### src/swc_pkg.sv
/*
  Package for the sleep and wake-up controller: register offsets,
  field positions, reset values, timing counts and shared types.
  Assumes a 32-bit AHB-Lite register bus clocked by hclk at 50 MHz.
*/
`default_nettype none
package swc_pkg;
  // Byte offsets of the registers on the bus
  localparam logic [7:0] OFS_TIMER_OPTION_CONFIG = 8'h00;
  localparam logic [7:0] OFS_PROCESSOR_STATUS    = 8'h04;
  localparam logic [7:0] OFS_WATCHDOG_CONTROL    = 8'h08;
  localparam logic [7:0] OFS_WAKE_ENABLE         = 8'h0c;
  localparam logic [7:0] OFS_WAKE_CONTROL        = 8'h10;

  // Reset values
  localparam logic [7:0] RST_TIMER_OPTION_CONFIG = 8'hff;
  localparam logic [7:0] RST_WATCHDOG_CONTROL    = 8'h08;
  localparam logic [7:0] RST_WAKE_ENABLE         = 8'h00;
  localparam logic [7:0] RST_WAKE_CONTROL        = 8'h00;

  // Field positions
  localparam int POS_EXPIRY       = 4;
  localparam int POS_POWERDOWN    = 3;
  localparam int POS_SW_WDT_EN    = 0;
  localparam int POS_PERIOD_LO    = 1;
  localparam int POS_GLOBAL_IE    = 0;
  localparam int POS_PERIPH_IE    = 1;
  localparam int POS_CRYSTAL_MODE = 2;

  // Wake sources, one bit each in the wake enable register
  localparam int NUM_SOURCES = 8;
  localparam int SRC_TIMER1  = 0;
  localparam int SRC_CAPTURE = 1;
  localparam int SRC_CONVERT = 2;
  localparam int SRC_EEPROM  = 3;
  localparam int SRC_COMPARE = 4;
  localparam int SRC_PINCHG  = 5;
  localparam int SRC_EXTINT  = 6;
  localparam int SRC_TIMER0  = 7;
  // Sources gated by the peripheral interrupt enable
  localparam logic [7:0] PERIPH_MASK = 8'h1f;
  // Sources still able to fire with clocks stopped
  localparam logic [7:0] ASYNC_MASK  = 8'h7f;

  // Interrupt vector address
  localparam logic [12:0] IRQ_VECTOR = 13'h0004;

  // Oscillator start-up: 1024 oscillator periods, one per core clock
  localparam int OST_PERIODS = 1024;
  localparam int OST_CYCLES  = OST_PERIODS;

  // Watchdog period select base: 1:32 at code 0
  localparam int WDT_BASE_LOG2 = 5;

  typedef enum logic [3:0] {
    SWC_RUN   = 4'b0001,
    SWC_SLEEP = 4'b0010,
    SWC_START = 4'b0100,
    SWC_WAKE  = 4'b1000
  } swc_state_type;

  // Core-facing wake result
  typedef struct packed {
    logic        resume;
    logic        vector;
    logic [12:0] vector_addr;
  } swc_wake_type;
endpackage
`default_nettype wire

### src/swc_sleep_wakeup.sv
/*
  Sleep and wake-up controller: watchdog, status flags, oscillator gate,
  wake detection and result toward the core, AHB-Lite register slave.
  Assumes core signals are on hclk; reset pin and wake sources are async.
*/
`default_nettype none
// Behaviour
// - Force-on bit overrides software watchdog enable
// - Sleep clears watchdog, keeps it running
// - Sleep clears powerdown, sets expiry flag
// - Oscillator off while asleep
// - Port drive frozen during sleep
// - Watchdog reset internal, pin untouched
// - Reset pin low wakes by full reset
// - Watchdog or interrupt wake resumes execution
// - Powerdown and expiry both set at power-up
// - Listed peripheral sources can wake
// - Clocked peripherals silent while asleep
// - Next instruction prefetched during sleep
// - Enabled sources wake regardless of global
// - Global clear continues inline
// - Global set branches to vector
// - Watchdog cleared on every wake
// - Pending interrupt makes sleep a no-op
// - Late interrupt completes sleep, wakes
// - Crystal wake waits start-up delay
module swc_sleep_wakeup #(
  parameter int WDT_BITS    = 24,
  parameter int OST_CYCLES  = swc_pkg::OST_CYCLES,
  parameter int NUM_SOURCES = swc_pkg::NUM_SOURCES
) (
  input  wire logic                   hclk,
  input  wire logic                   hresetn,
  input  wire logic                   hsel,
  input  wire logic [31:0]            haddr,
  input  wire logic [1:0]             htrans,
  input  wire logic                   hwrite,
  input  wire logic [2:0]             hsize,
  input  wire logic [31:0]            hwdata,
  input  wire logic                   hready,
  output logic      [31:0]            hrdata,
  output logic                        hreadyout,
  output logic                        hresp,
  input  wire logic                   config_watchdog_force_on,
  input  wire logic                   sleep_exec,
  input  wire logic                   watchdog_clear_instruction,
  input  wire logic                   external_reset_pin_n,
  input  wire logic [NUM_SOURCES-1:0] irq_flags,
  output logic                        osc_enable,
  output logic                        hold_io,
  output logic                        core_stall,
  output logic                        prefetch_next,
  output logic                        internal_reset,
  output logic                        wake_pulse,
  output swc_pkg::swc_wake_type       wake_info
);
  swc_pkg::swc_state_type state;
  logic [7:0]          timer_option_config;
  logic [7:0]          watchdog_control;
  logic [7:0]          wake_enable;
  logic [7:0]          wake_control;
  logic                powerdown_flag;
  logic                watchdog_expiry_flag;
  logic [WDT_BITS-1:0] wdt_count;
  logic [10:0]         ost_count;
  logic                rst_meta;
  logic                rst_sync;
  logic [NUM_SOURCES-1:0] irq_meta;
  logic [NUM_SOURCES-1:0] irq_sync;
  logic                wdt_on;
  logic                wdt_expire;
  logic                irq_wake;
  logic [NUM_SOURCES-1:0] enabled_irq;
  logic                global_ie;
  logic                periph_ie;
  logic                crystal;
  logic                ap_write;
  logic                ap_read;
  logic                dp_write;
  logic [7:0]          dp_addr;
  logic [4:0]          wdt_shift;

  // Register offset match, used by read and write paths
  function automatic logic hit(input logic [7:0] a, input logic [7:0] ofs);
    hit = (a == ofs);
  endfunction

  assign global_ie = wake_control[swc_pkg::POS_GLOBAL_IE];
  assign periph_ie = wake_control[swc_pkg::POS_PERIPH_IE];
  assign crystal   = wake_control[swc_pkg::POS_CRYSTAL_MODE];

  // Synchronise reset pin and wake flags
  always_ff @(posedge hclk or negedge hresetn) begin
    if (!hresetn) begin
      rst_meta <= 1'b1;
      rst_sync <= 1'b1;
      irq_meta <= '0;
      irq_sync <= '0;
    end else begin
      rst_meta <= external_reset_pin_n;
      rst_sync <= rst_meta;
      irq_meta <= irq_flags;
      irq_sync <= irq_meta;
    end
  end

  genvar g;
  generate
    for (g = 0; g < NUM_SOURCES; g++) begin : gen_src
      assign enabled_irq[g] = irq_sync[g] & wake_enable[g]
                            & (!swc_pkg::PERIPH_MASK[g] | periph_ie)
                            & (!(state == swc_pkg::SWC_SLEEP) | swc_pkg::ASYNC_MASK[g]);
    end
  endgenerate
  assign irq_wake = |enabled_irq;

  assign wdt_on    = config_watchdog_force_on | watchdog_control[swc_pkg::POS_SW_WDT_EN];
  assign wdt_shift = 5'(swc_pkg::WDT_BASE_LOG2) + {1'b0, watchdog_control[4:1]};
  assign wdt_expire = wdt_on && (state != swc_pkg::SWC_START)
                   && (32'(wdt_count) >= ((32'd1 << wdt_shift) - 32'd1));

  // Sleep and wake sequencing
  always_ff @(posedge hclk or negedge hresetn) begin
    if (!hresetn) begin
      state     <= swc_pkg::SWC_RUN;
      ost_count <= '0;
    end else begin
      unique case (state)
        swc_pkg::SWC_RUN: begin
          // pending interrupt, sleep is a no-op
          if (sleep_exec && !irq_wake)
            state <= swc_pkg::SWC_SLEEP;
        end
        swc_pkg::SWC_SLEEP: begin
          if (!rst_sync || irq_wake || wdt_expire) begin
            state     <= crystal ? swc_pkg::SWC_START : swc_pkg::SWC_WAKE;
            ost_count <= '0;
          end
        end
        swc_pkg::SWC_START: begin
          ost_count <= ost_count + 11'd1;
          if (32'(ost_count) == OST_CYCLES - 1)
            state <= swc_pkg::SWC_WAKE;
        end
        swc_pkg::SWC_WAKE: state <= swc_pkg::SWC_RUN;
        default: state <= swc_pkg::SWC_RUN;
      endcase
    end
  end

  // Watchdog counter
  always_ff @(posedge hclk or negedge hresetn) begin
    if (!hresetn) begin
      wdt_count <= '0;
    end else if (!wdt_on || watchdog_clear_instruction || wdt_expire) begin
      wdt_count <= '0;
    end else if (state == swc_pkg::SWC_RUN && sleep_exec && !irq_wake) begin
      wdt_count <= '0;
    end else if (state == swc_pkg::SWC_START || state == swc_pkg::SWC_WAKE) begin
      wdt_count <= '0;
    end else begin
      wdt_count <= wdt_count + 1'b1;
    end
  end

  // Status flags, active low
  always_ff @(posedge hclk or negedge hresetn) begin
    if (!hresetn) begin
      powerdown_flag       <= 1'b1;
      watchdog_expiry_flag <= 1'b1;
    end else if (watchdog_clear_instruction) begin
      powerdown_flag       <= 1'b1;
      watchdog_expiry_flag <= 1'b1;
    end else if (state == swc_pkg::SWC_RUN && sleep_exec && !irq_wake) begin
      powerdown_flag       <= 1'b0;
      watchdog_expiry_flag <= 1'b1;
    end else if (wdt_expire) begin
      watchdog_expiry_flag <= 1'b0;
    end
  end

  // Outputs to core and pads
  always_ff @(posedge hclk or negedge hresetn) begin
    if (!hresetn) begin
      osc_enable     <= 1'b1;
      hold_io        <= 1'b0;
      prefetch_next  <= 1'b0;
      internal_reset <= 1'b0;
      wake_pulse     <= 1'b0;
      wake_info      <= '0;
    end else begin
      osc_enable    <= !(state == swc_pkg::SWC_SLEEP);
      hold_io       <= (state == swc_pkg::SWC_SLEEP) || (state == swc_pkg::SWC_START);
      prefetch_next <= (state == swc_pkg::SWC_RUN) && sleep_exec;
      // reset pin low during sleep resets
      internal_reset <= (wdt_expire && state == swc_pkg::SWC_RUN)
                     || (!rst_sync && state == swc_pkg::SWC_SLEEP);
      wake_pulse <= (state == swc_pkg::SWC_WAKE);
      if (state == swc_pkg::SWC_SLEEP && rst_sync && (irq_wake || wdt_expire)) begin
        wake_info.resume      <= 1'b1;
        wake_info.vector      <= irq_wake && global_ie;
        wake_info.vector_addr <= swc_pkg::IRQ_VECTOR;
      end else if (state == swc_pkg::SWC_SLEEP && !rst_sync) begin
        wake_info <= '0;
      end
    end
  end
  assign core_stall = (state != swc_pkg::SWC_RUN);

  // AHB-Lite data phase capture
  assign ap_write = hsel && hready && htrans[1] && hwrite;
  assign ap_read  = hsel && hready && htrans[1] && !hwrite;
  always_ff @(posedge hclk or negedge hresetn) begin
    if (!hresetn) begin
      dp_write <= 1'b0;
      dp_addr  <= '0;
    end else if (hready) begin
      dp_write <= ap_write;
      dp_addr  <= haddr[7:0];
    end
  end

  // Register writes
  always_ff @(posedge hclk or negedge hresetn) begin
    if (!hresetn) begin
      timer_option_config <= swc_pkg::RST_TIMER_OPTION_CONFIG;
      watchdog_control    <= swc_pkg::RST_WATCHDOG_CONTROL;
      wake_enable         <= swc_pkg::RST_WAKE_ENABLE;
      wake_control        <= swc_pkg::RST_WAKE_CONTROL;
    end else if (dp_write) begin
      if (hit(dp_addr, swc_pkg::OFS_TIMER_OPTION_CONFIG))
        timer_option_config <= hwdata[7:0];
      if (hit(dp_addr, swc_pkg::OFS_WATCHDOG_CONTROL))
        watchdog_control <= {3'b000, hwdata[4:0]};
      if (hit(dp_addr, swc_pkg::OFS_WAKE_ENABLE))
        wake_enable <= hwdata[7:0];
      if (hit(dp_addr, swc_pkg::OFS_WAKE_CONTROL))
        wake_control <= {5'b00000, hwdata[2:0]};
    end
  end

  // Read data registered at address phase
  always_ff @(posedge hclk or negedge hresetn) begin
    if (!hresetn) begin
      hrdata <= '0;
    end else if (ap_read) begin
      hrdata <= '0;
      if (hit(haddr[7:0], swc_pkg::OFS_TIMER_OPTION_CONFIG))
        hrdata[7:0] <= timer_option_config;
      if (hit(haddr[7:0], swc_pkg::OFS_PROCESSOR_STATUS))
        hrdata[7:0] <= {3'b000, watchdog_expiry_flag, powerdown_flag, 3'b000};
      if (hit(haddr[7:0], swc_pkg::OFS_WATCHDOG_CONTROL))
        hrdata[7:0] <= watchdog_control;
      if (hit(haddr[7:0], swc_pkg::OFS_WAKE_ENABLE))
        hrdata[7:0] <= wake_enable;
      if (hit(haddr[7:0], swc_pkg::OFS_WAKE_CONTROL))
        hrdata[7:0] <= wake_control;
    end
  end
  assign hreadyout = 1'b1;
  assign hresp     = 1'b0;

  // Assertions
  AST_SLEEP_FLAGS: assert property (@(posedge hclk) disable iff (!hresetn)
    (state == swc_pkg::SWC_RUN && sleep_exec && !irq_wake && !watchdog_clear_instruction)
    |=> (!powerdown_flag && watchdog_expiry_flag))
    else $error("sleep entry did not update flags");
  AST_NOP_SLEEP: assert property (@(posedge hclk) disable iff (!hresetn)
    (state == swc_pkg::SWC_RUN && sleep_exec && irq_wake && !watchdog_clear_instruction)
    |=> ($stable(powerdown_flag) && state == swc_pkg::SWC_RUN))
    else $error("pending interrupt sleep was not a no-op");
  AST_OSC_OFF: assert property (@(posedge hclk) disable iff (!hresetn)
    (state == swc_pkg::SWC_SLEEP) |=> !osc_enable || state != swc_pkg::SWC_SLEEP)
    else $error("oscillator running in sleep");
  AST_WDT_CLEAR: assert property (@(posedge hclk) disable iff (!hresetn)
    (state == swc_pkg::SWC_RUN && sleep_exec && !irq_wake) |=> (wdt_count == '0))
    else $error("watchdog not cleared at sleep");
  AST_WAKE_CLEAR: assert property (@(posedge hclk) disable iff (!hresetn)
    (state == swc_pkg::SWC_WAKE) |=> (wdt_count == '0))
    else $error("watchdog not cleared at wake");
  AST_FORCE_ON: assert property (@(posedge hclk) disable iff (!hresetn)
    config_watchdog_force_on |-> wdt_on)
    else $error("force-on did not enable watchdog");
  AST_IRQ_WAKE: assert property (@(posedge hclk) disable iff (!hresetn)
    (state == swc_pkg::SWC_SLEEP && irq_wake && rst_sync && !crystal)
    |=> state == swc_pkg::SWC_WAKE ##1 wake_pulse && wake_info.resume)
    else $error("interrupt wake did not resume");
  AST_PIN_RESET: assert property (@(posedge hclk) disable iff (!hresetn)
    (state == swc_pkg::SWC_SLEEP && !rst_sync) |=> internal_reset)
    else $error("reset pin wake did not reset");
  AST_VECTOR: assert property (@(posedge hclk) disable iff (!hresetn)
    (state == swc_pkg::SWC_SLEEP && irq_wake && rst_sync && !global_ie)
    |=> !wake_info.vector)
    else $error("vector taken with global enable clear");

  // Further guards on sleep, wake and watchdog behaviour
  AST_HOLD_IO: assert property (@(posedge hclk) disable iff (!hresetn)
    (state == swc_pkg::SWC_SLEEP) |=> hold_io)
    else $error("port drive not held in sleep");
  AST_WDT_RESET: assert property (@(posedge hclk) disable iff (!hresetn)
    (wdt_expire && state == swc_pkg::SWC_RUN) |=> internal_reset)
    else $error("watchdog expiry gave no internal reset");
  AST_WDT_RESUME: assert property (@(posedge hclk) disable iff (!hresetn)
    (state == swc_pkg::SWC_SLEEP && rst_sync && wdt_expire)
    |=> (wake_info.resume && !internal_reset))
    else $error("watchdog wake did not resume");
  AST_EXPIRY_WAKE: assert property (@(posedge hclk) disable iff (!hresetn)
    (state == swc_pkg::SWC_SLEEP && wdt_expire && !watchdog_clear_instruction)
    |=> !watchdog_expiry_flag)
    else $error("watchdog wake left expiry flag set");
  AST_PREFETCH: assert property (@(posedge hclk) disable iff (!hresetn)
    (state == swc_pkg::SWC_RUN && sleep_exec) |=> prefetch_next)
    else $error("no prefetch during sleep instruction");
  AST_ANY_GLOBAL: assert property (@(posedge hclk) disable iff (!hresetn)
    (state == swc_pkg::SWC_SLEEP && irq_wake) |=> (state != swc_pkg::SWC_SLEEP))
    else $error("enabled interrupt did not leave sleep");
  AST_INLINE_RESUME: assert property (@(posedge hclk) disable iff (!hresetn)
    (state == swc_pkg::SWC_SLEEP && irq_wake && rst_sync && !global_ie)
    |=> wake_info.resume)
    else $error("inline wake did not resume");
  AST_VECTOR_SET: assert property (@(posedge hclk) disable iff (!hresetn)
    (state == swc_pkg::SWC_SLEEP && irq_wake && rst_sync && global_ie)
    |=> (wake_info.vector && wake_info.vector_addr == swc_pkg::IRQ_VECTOR))
    else $error("vector not taken with global enable set");
  AST_START_CLEAR: assert property (@(posedge hclk) disable iff (!hresetn)
    (state == swc_pkg::SWC_START) |=> (wdt_count == '0))
    else $error("watchdog counted during start-up");
  AST_CRYSTAL_START: assert property (@(posedge hclk) disable iff (!hresetn)
    (state == swc_pkg::SWC_SLEEP && crystal && (irq_wake || wdt_expire || !rst_sync))
    |=> (state == swc_pkg::SWC_START))
    else $error("crystal wake skipped start-up delay");
  AST_START_HOLD: assert property (@(posedge hclk) disable iff (!hresetn)
    (state == swc_pkg::SWC_START && 32'(ost_count) < OST_CYCLES - 1)
    |=> (state == swc_pkg::SWC_START))
    else $error("start-up delay ended early");
  AST_CLOCKED_QUIET: assert property (@(posedge hclk) disable iff (!hresetn)
    (state == swc_pkg::SWC_SLEEP) |-> ((enabled_irq & ~swc_pkg::ASYNC_MASK) == '0))
    else $error("clocked source active in sleep");
  AST_OSC_RESTART: assert property (@(posedge hclk) disable iff (!hresetn)
    (state == swc_pkg::SWC_START || state == swc_pkg::SWC_WAKE) |=> osc_enable)
    else $error("oscillator not restarted on wake");
  AST_SW_OFF: assert property (@(posedge hclk) disable iff (!hresetn)
    (!config_watchdog_force_on && !watchdog_control[swc_pkg::POS_SW_WDT_EN])
    |=> (wdt_count == '0))
    else $error("watchdog counted while disabled");
  AST_PIN_NO_RESUME: assert property (@(posedge hclk) disable iff (!hresetn)
    (state == swc_pkg::SWC_SLEEP && !rst_sync) |=> !wake_info.resume)
    else $error("reset pin wake marked as resume");
endmodule
`default_nettype wire

### config.mk
export PLATFORM = sky130hd
export DESIGN_NAME = swc_sleep_wakeup
export DESIGN_NICKNAME = d
export VERILOG_FILES = /design/src/swc_pkg.sv /design/src/swc_sleep_wakeup.sv
export SDC_FILE = /design/constraint.sdc
export NUM_CORES = 1
export LEC_CHECK = 0
export BUFFER_PORTS_ARGS = -buffer_cell sky130_fd_sc_hd__buf_2
export CAP_MARGIN = 20
export CORE_ASPECT_RATIO = 0.9
export CORE_MARGIN = 2
export CORE_UTILIZATION = 30
export DETAILED_ROUTE_END_ITERATION = 16
export HOLD_SLACK_MARGIN = 0.12
export SLEW_MARGIN = 25
export SYNTH_ARGS = -nofsm -noshare
export SYNTH_HDL_FRONTEND = slang
export SYNTH_SLANG_ARGS = --single-unit
### constraint.sdc
create_clock -name hclk -period 3.5 [get_ports hclk]
set_input_delay 0.7 -clock hclk [delete_from_list [all_inputs] [get_ports hclk]]
set_output_delay 0.7 -clock hclk [all_outputs]
set_load 0.01 [all_outputs]
==> results.json <==
{
  "rsz0062_at_grt": "false",
  "syn_area_um2": 5570,
  "crit_arrival_ps": 3190,
  "cpPeakStageDelay_ps": 490,
  "worstSetupEndpointType": "flop",
  "drt_first_pass_iters": 5,
  "drt-vias-per-instance": 4.64,
  "h-tree-depth": 3,
  "fmax_ghz": 0.340,
  "syn2layout_area_growth_pct": 13.0,
  "worst_slew_pin_slew_ps": 741,
  "fin_skew_ps": 9.08,
  "grt_pass1_wl_mm": 19.0,
  "drt_iter0_drc": 206,
  "dp.final_hpwl_mm": 8.18,
  "ctsHoldBuffers": 0,
  "synth_top_cell_by_area": "dfrtp_1",
  "cts-root-buf": "clkbuf_16",
  "detailed_place.area_um2": 6000,
  "cp_common_cell": "a21oi_1",
  "wl_per_cell_um": 13.5,
  "worstSetupPathType": "reg -> reg",
  "routed_wirelength_mm": 11.1,
  "synth_edf_count": 0,
  "finalSetupViolCount": 0,
  "initial_utilization_pct": 30.5,
  "yosysSeqAreaShare_pct": 48.4,
  "critPathSlowestCell": "dfrtp_1",
  "clock-sinks": 107,
  "worstSkewPairLatency_ps": 350,
  "final_cell_mix": "dfrtp_1 (92), buf_2 (49), nor2_1 (46)",
  "cellLeakagePower_nw": 2.88,
  "cts_tree": "built",
  "grt_start_max_net_pins": 75,
  "cts_resized": 0,
  "async_flop_share_pct": 100,
  "io_buffers": 50,
  "hold_path.class": "in -> async",
  "numCtsBuffers": 9,
  "grt_use_met1_pct": 16.4,
  "finalSetupTns_ps": 0,
  "ir_drop_uv": 323,
  "cp.required_ps": 3750,
  "busiest_layer": "met2",
  "ys_ff_latch": 107,
  "coreArea_um2": 18300,
  "post_cts.repair.setup_buffers": 0,
  "dieArea_um2": 19700,
  "yosys_warnings": 0,
  "timing_max_transition_violations_final": 0,
  "antenna_cells": 0,
  "drive_gt1_share_pct": 23.8,
  "clk_pin_slew_ps": 80,
  "crit_path_start_kind": "flop",
  "max_cap_violations": 0,
  "fillerInstances": 1845,
  "drc": 0,
  "pin_count": 141,
  "outcome": "finished, final reports clean",
  "finalInstanceArea_um2": 6290,
  "hold_viol": 0,
  "critPathMaxFanout": 10,
  "grt_pass1_vias": 3691,
  "cellPowerDensity_nw_per_um2": 462,
  "layout.nets": 687,
  "met3_usage_pct": 3.73,
  "avgSynthCellArea_um2": 10.8,
  "timing.final.crit_share_pct": 84.0,
  "dieWidth_um": 148,
  "final_antenna_net_count": 0,
  "path_cells": "or2_2, a21oi_1, ha_1, a21oi_1, o21ai_0, a22o_2, nor4b_4, a21oi_1, o31a_2",
  "crit_buf_inv": 0,
  "syn-instance-count": 516,
  "gp_congestion": 0.758,
  "critPathTopFamily": "compound AO/OA/AOI/OAI gates",
  "max_slew_margin_pct": 50.3,
  "yosys-top-cells-area": "dfrtp_1 (41%), dfstp_2 (7.1%), mux2_2 (6.7%)",
  "clockBufferDepth": 2,
  "fin_crit_ps": 2940,
  "overflow": 0,
  "die-height_um": 133,
  "grtUsageMet2_pct": 18.6,
  "grt_use_total_pct": 12.0,
  "synth_top_area_share_pct": 41.3,
  "layout_commonest_cell": "dfrtp_1",
  "num_vias": 3825,
  "synth-main-ff-cell": "dfrtp_1",
  "fp-row-count": 47,
  "antenna_found_initial": 0,
  "synth_cell_type_count": 58
}
-- cell type report --
type,instances,area (um^2),share of cell area (%)
sequential,107,2700,42.8
inverter,14,52.6,0.835
timing repair buffer,56,310,4.93
multi-input combinational,386,2630,41.8
tap,245,307,4.87
clock inverter,6,58.8,0.934
clock buffer,10,239,3.80
-- kinds of logic (layout without fill, tap and decap cells) --
| group | count (synthesis) | count (layout) | share of synthesized area [%] |
|---|---|---|---|
| AND/OR/NAND/NOR | 163 | 163 | 15.6 |
| flip-flops | 107 | 107 | 48.4 |
| AO/OA/AOI/OAI | 87 | 87 | 10.9 |
| buffers and inverters | 66 | 86 | 7.35 |
| multiplexers | 34 | 34 | 6.85 |
| XOR/XNOR | 30 | 30 | 4.72 |
| adder cells (fa/ha/maj) | 27 | 27 | 6.07 |
| other | 2 | 45 | 0.135 |
-- cell usage after synthesis (all sizes together) (2+ instances only) --
library cell  instances
dfrtp                92
nand3b                2
nor4b                 7
a222oi                6
nor2                 46
buf                  44
nand2                37
clkbuf                8
or3                   3
nand2b                3
nand4                13
conb                  2
a21oi                28
a22o                  2
nand3                24
nor3                 12
inv                  13
and2                  2
a21o                  9
a22oi                 8
ha                   27
xor2                 21
dfstp                15
mux2                 33
a31oi                 4
and3                  6
or2                   2
xnor2                 9
o21ai                19
-- where the power goes --
part / switching, mW / internal [mW]
logic: 0.240 / 0.177
registers: 0.116 / 1.37
clock network: 0.486 / 0.517
-- flip-flops by register name, indices dropped and copies added, names as in the netlist, 2 cells and up --
| signal | cells |
|---|---|
| wake_info | 2 |
| ost_count | 11 |
| wake_control | 3 |
| watchdog_control | 5 |
| hrdata | 8 |
| wdt_count | 24 |
| timer_option_config | 8 |
| irq_meta | 8 |
| irq_sync | 8 |
| dp_addr | 8 |
| state | 4 |
| wake_enable | 8 |
-- layer usage --
layer  share of wire (%)  vias up
li1                    -     1871
met2                  44      117
met3                 6.0       13
met5                   0        -
met1                  49     1824
met4                 1.2        0
-- metrics by stage --
step	hold WS [ps]	cells	setup WS (ps)	power, mW	util, %
floorplan	331	559	548	1.80	-
global placement	334	808	567	1.92	32.8
detailed placement	335	808	563	1.93	32.8
CTS	281	824	552	2.95	34.4
global route	297	824	330	3.07	34.4
finish	276	824	560	2.91	34.4
-- path summary, 6_finish.rpt --
kind                                     start                endpoint  slack, ps  depth (start not counted)
max                        watchdog_control[2]                state[3]        560                          9
min                                    hresetn               hrdata[0]        280                          1
max reg2reg                watchdog_control[2]                state[3]        560                          9
min reg2reg                        irq_meta[0]             irq_sync[0]        350                          0
max in group asynchronous              hresetn  timer_option_config[3]       2440                          2
min in group hclk                  irq_meta[0]             irq_sync[0]        350                          0
No activity file was read; power rests on OpenSTA's default activity.
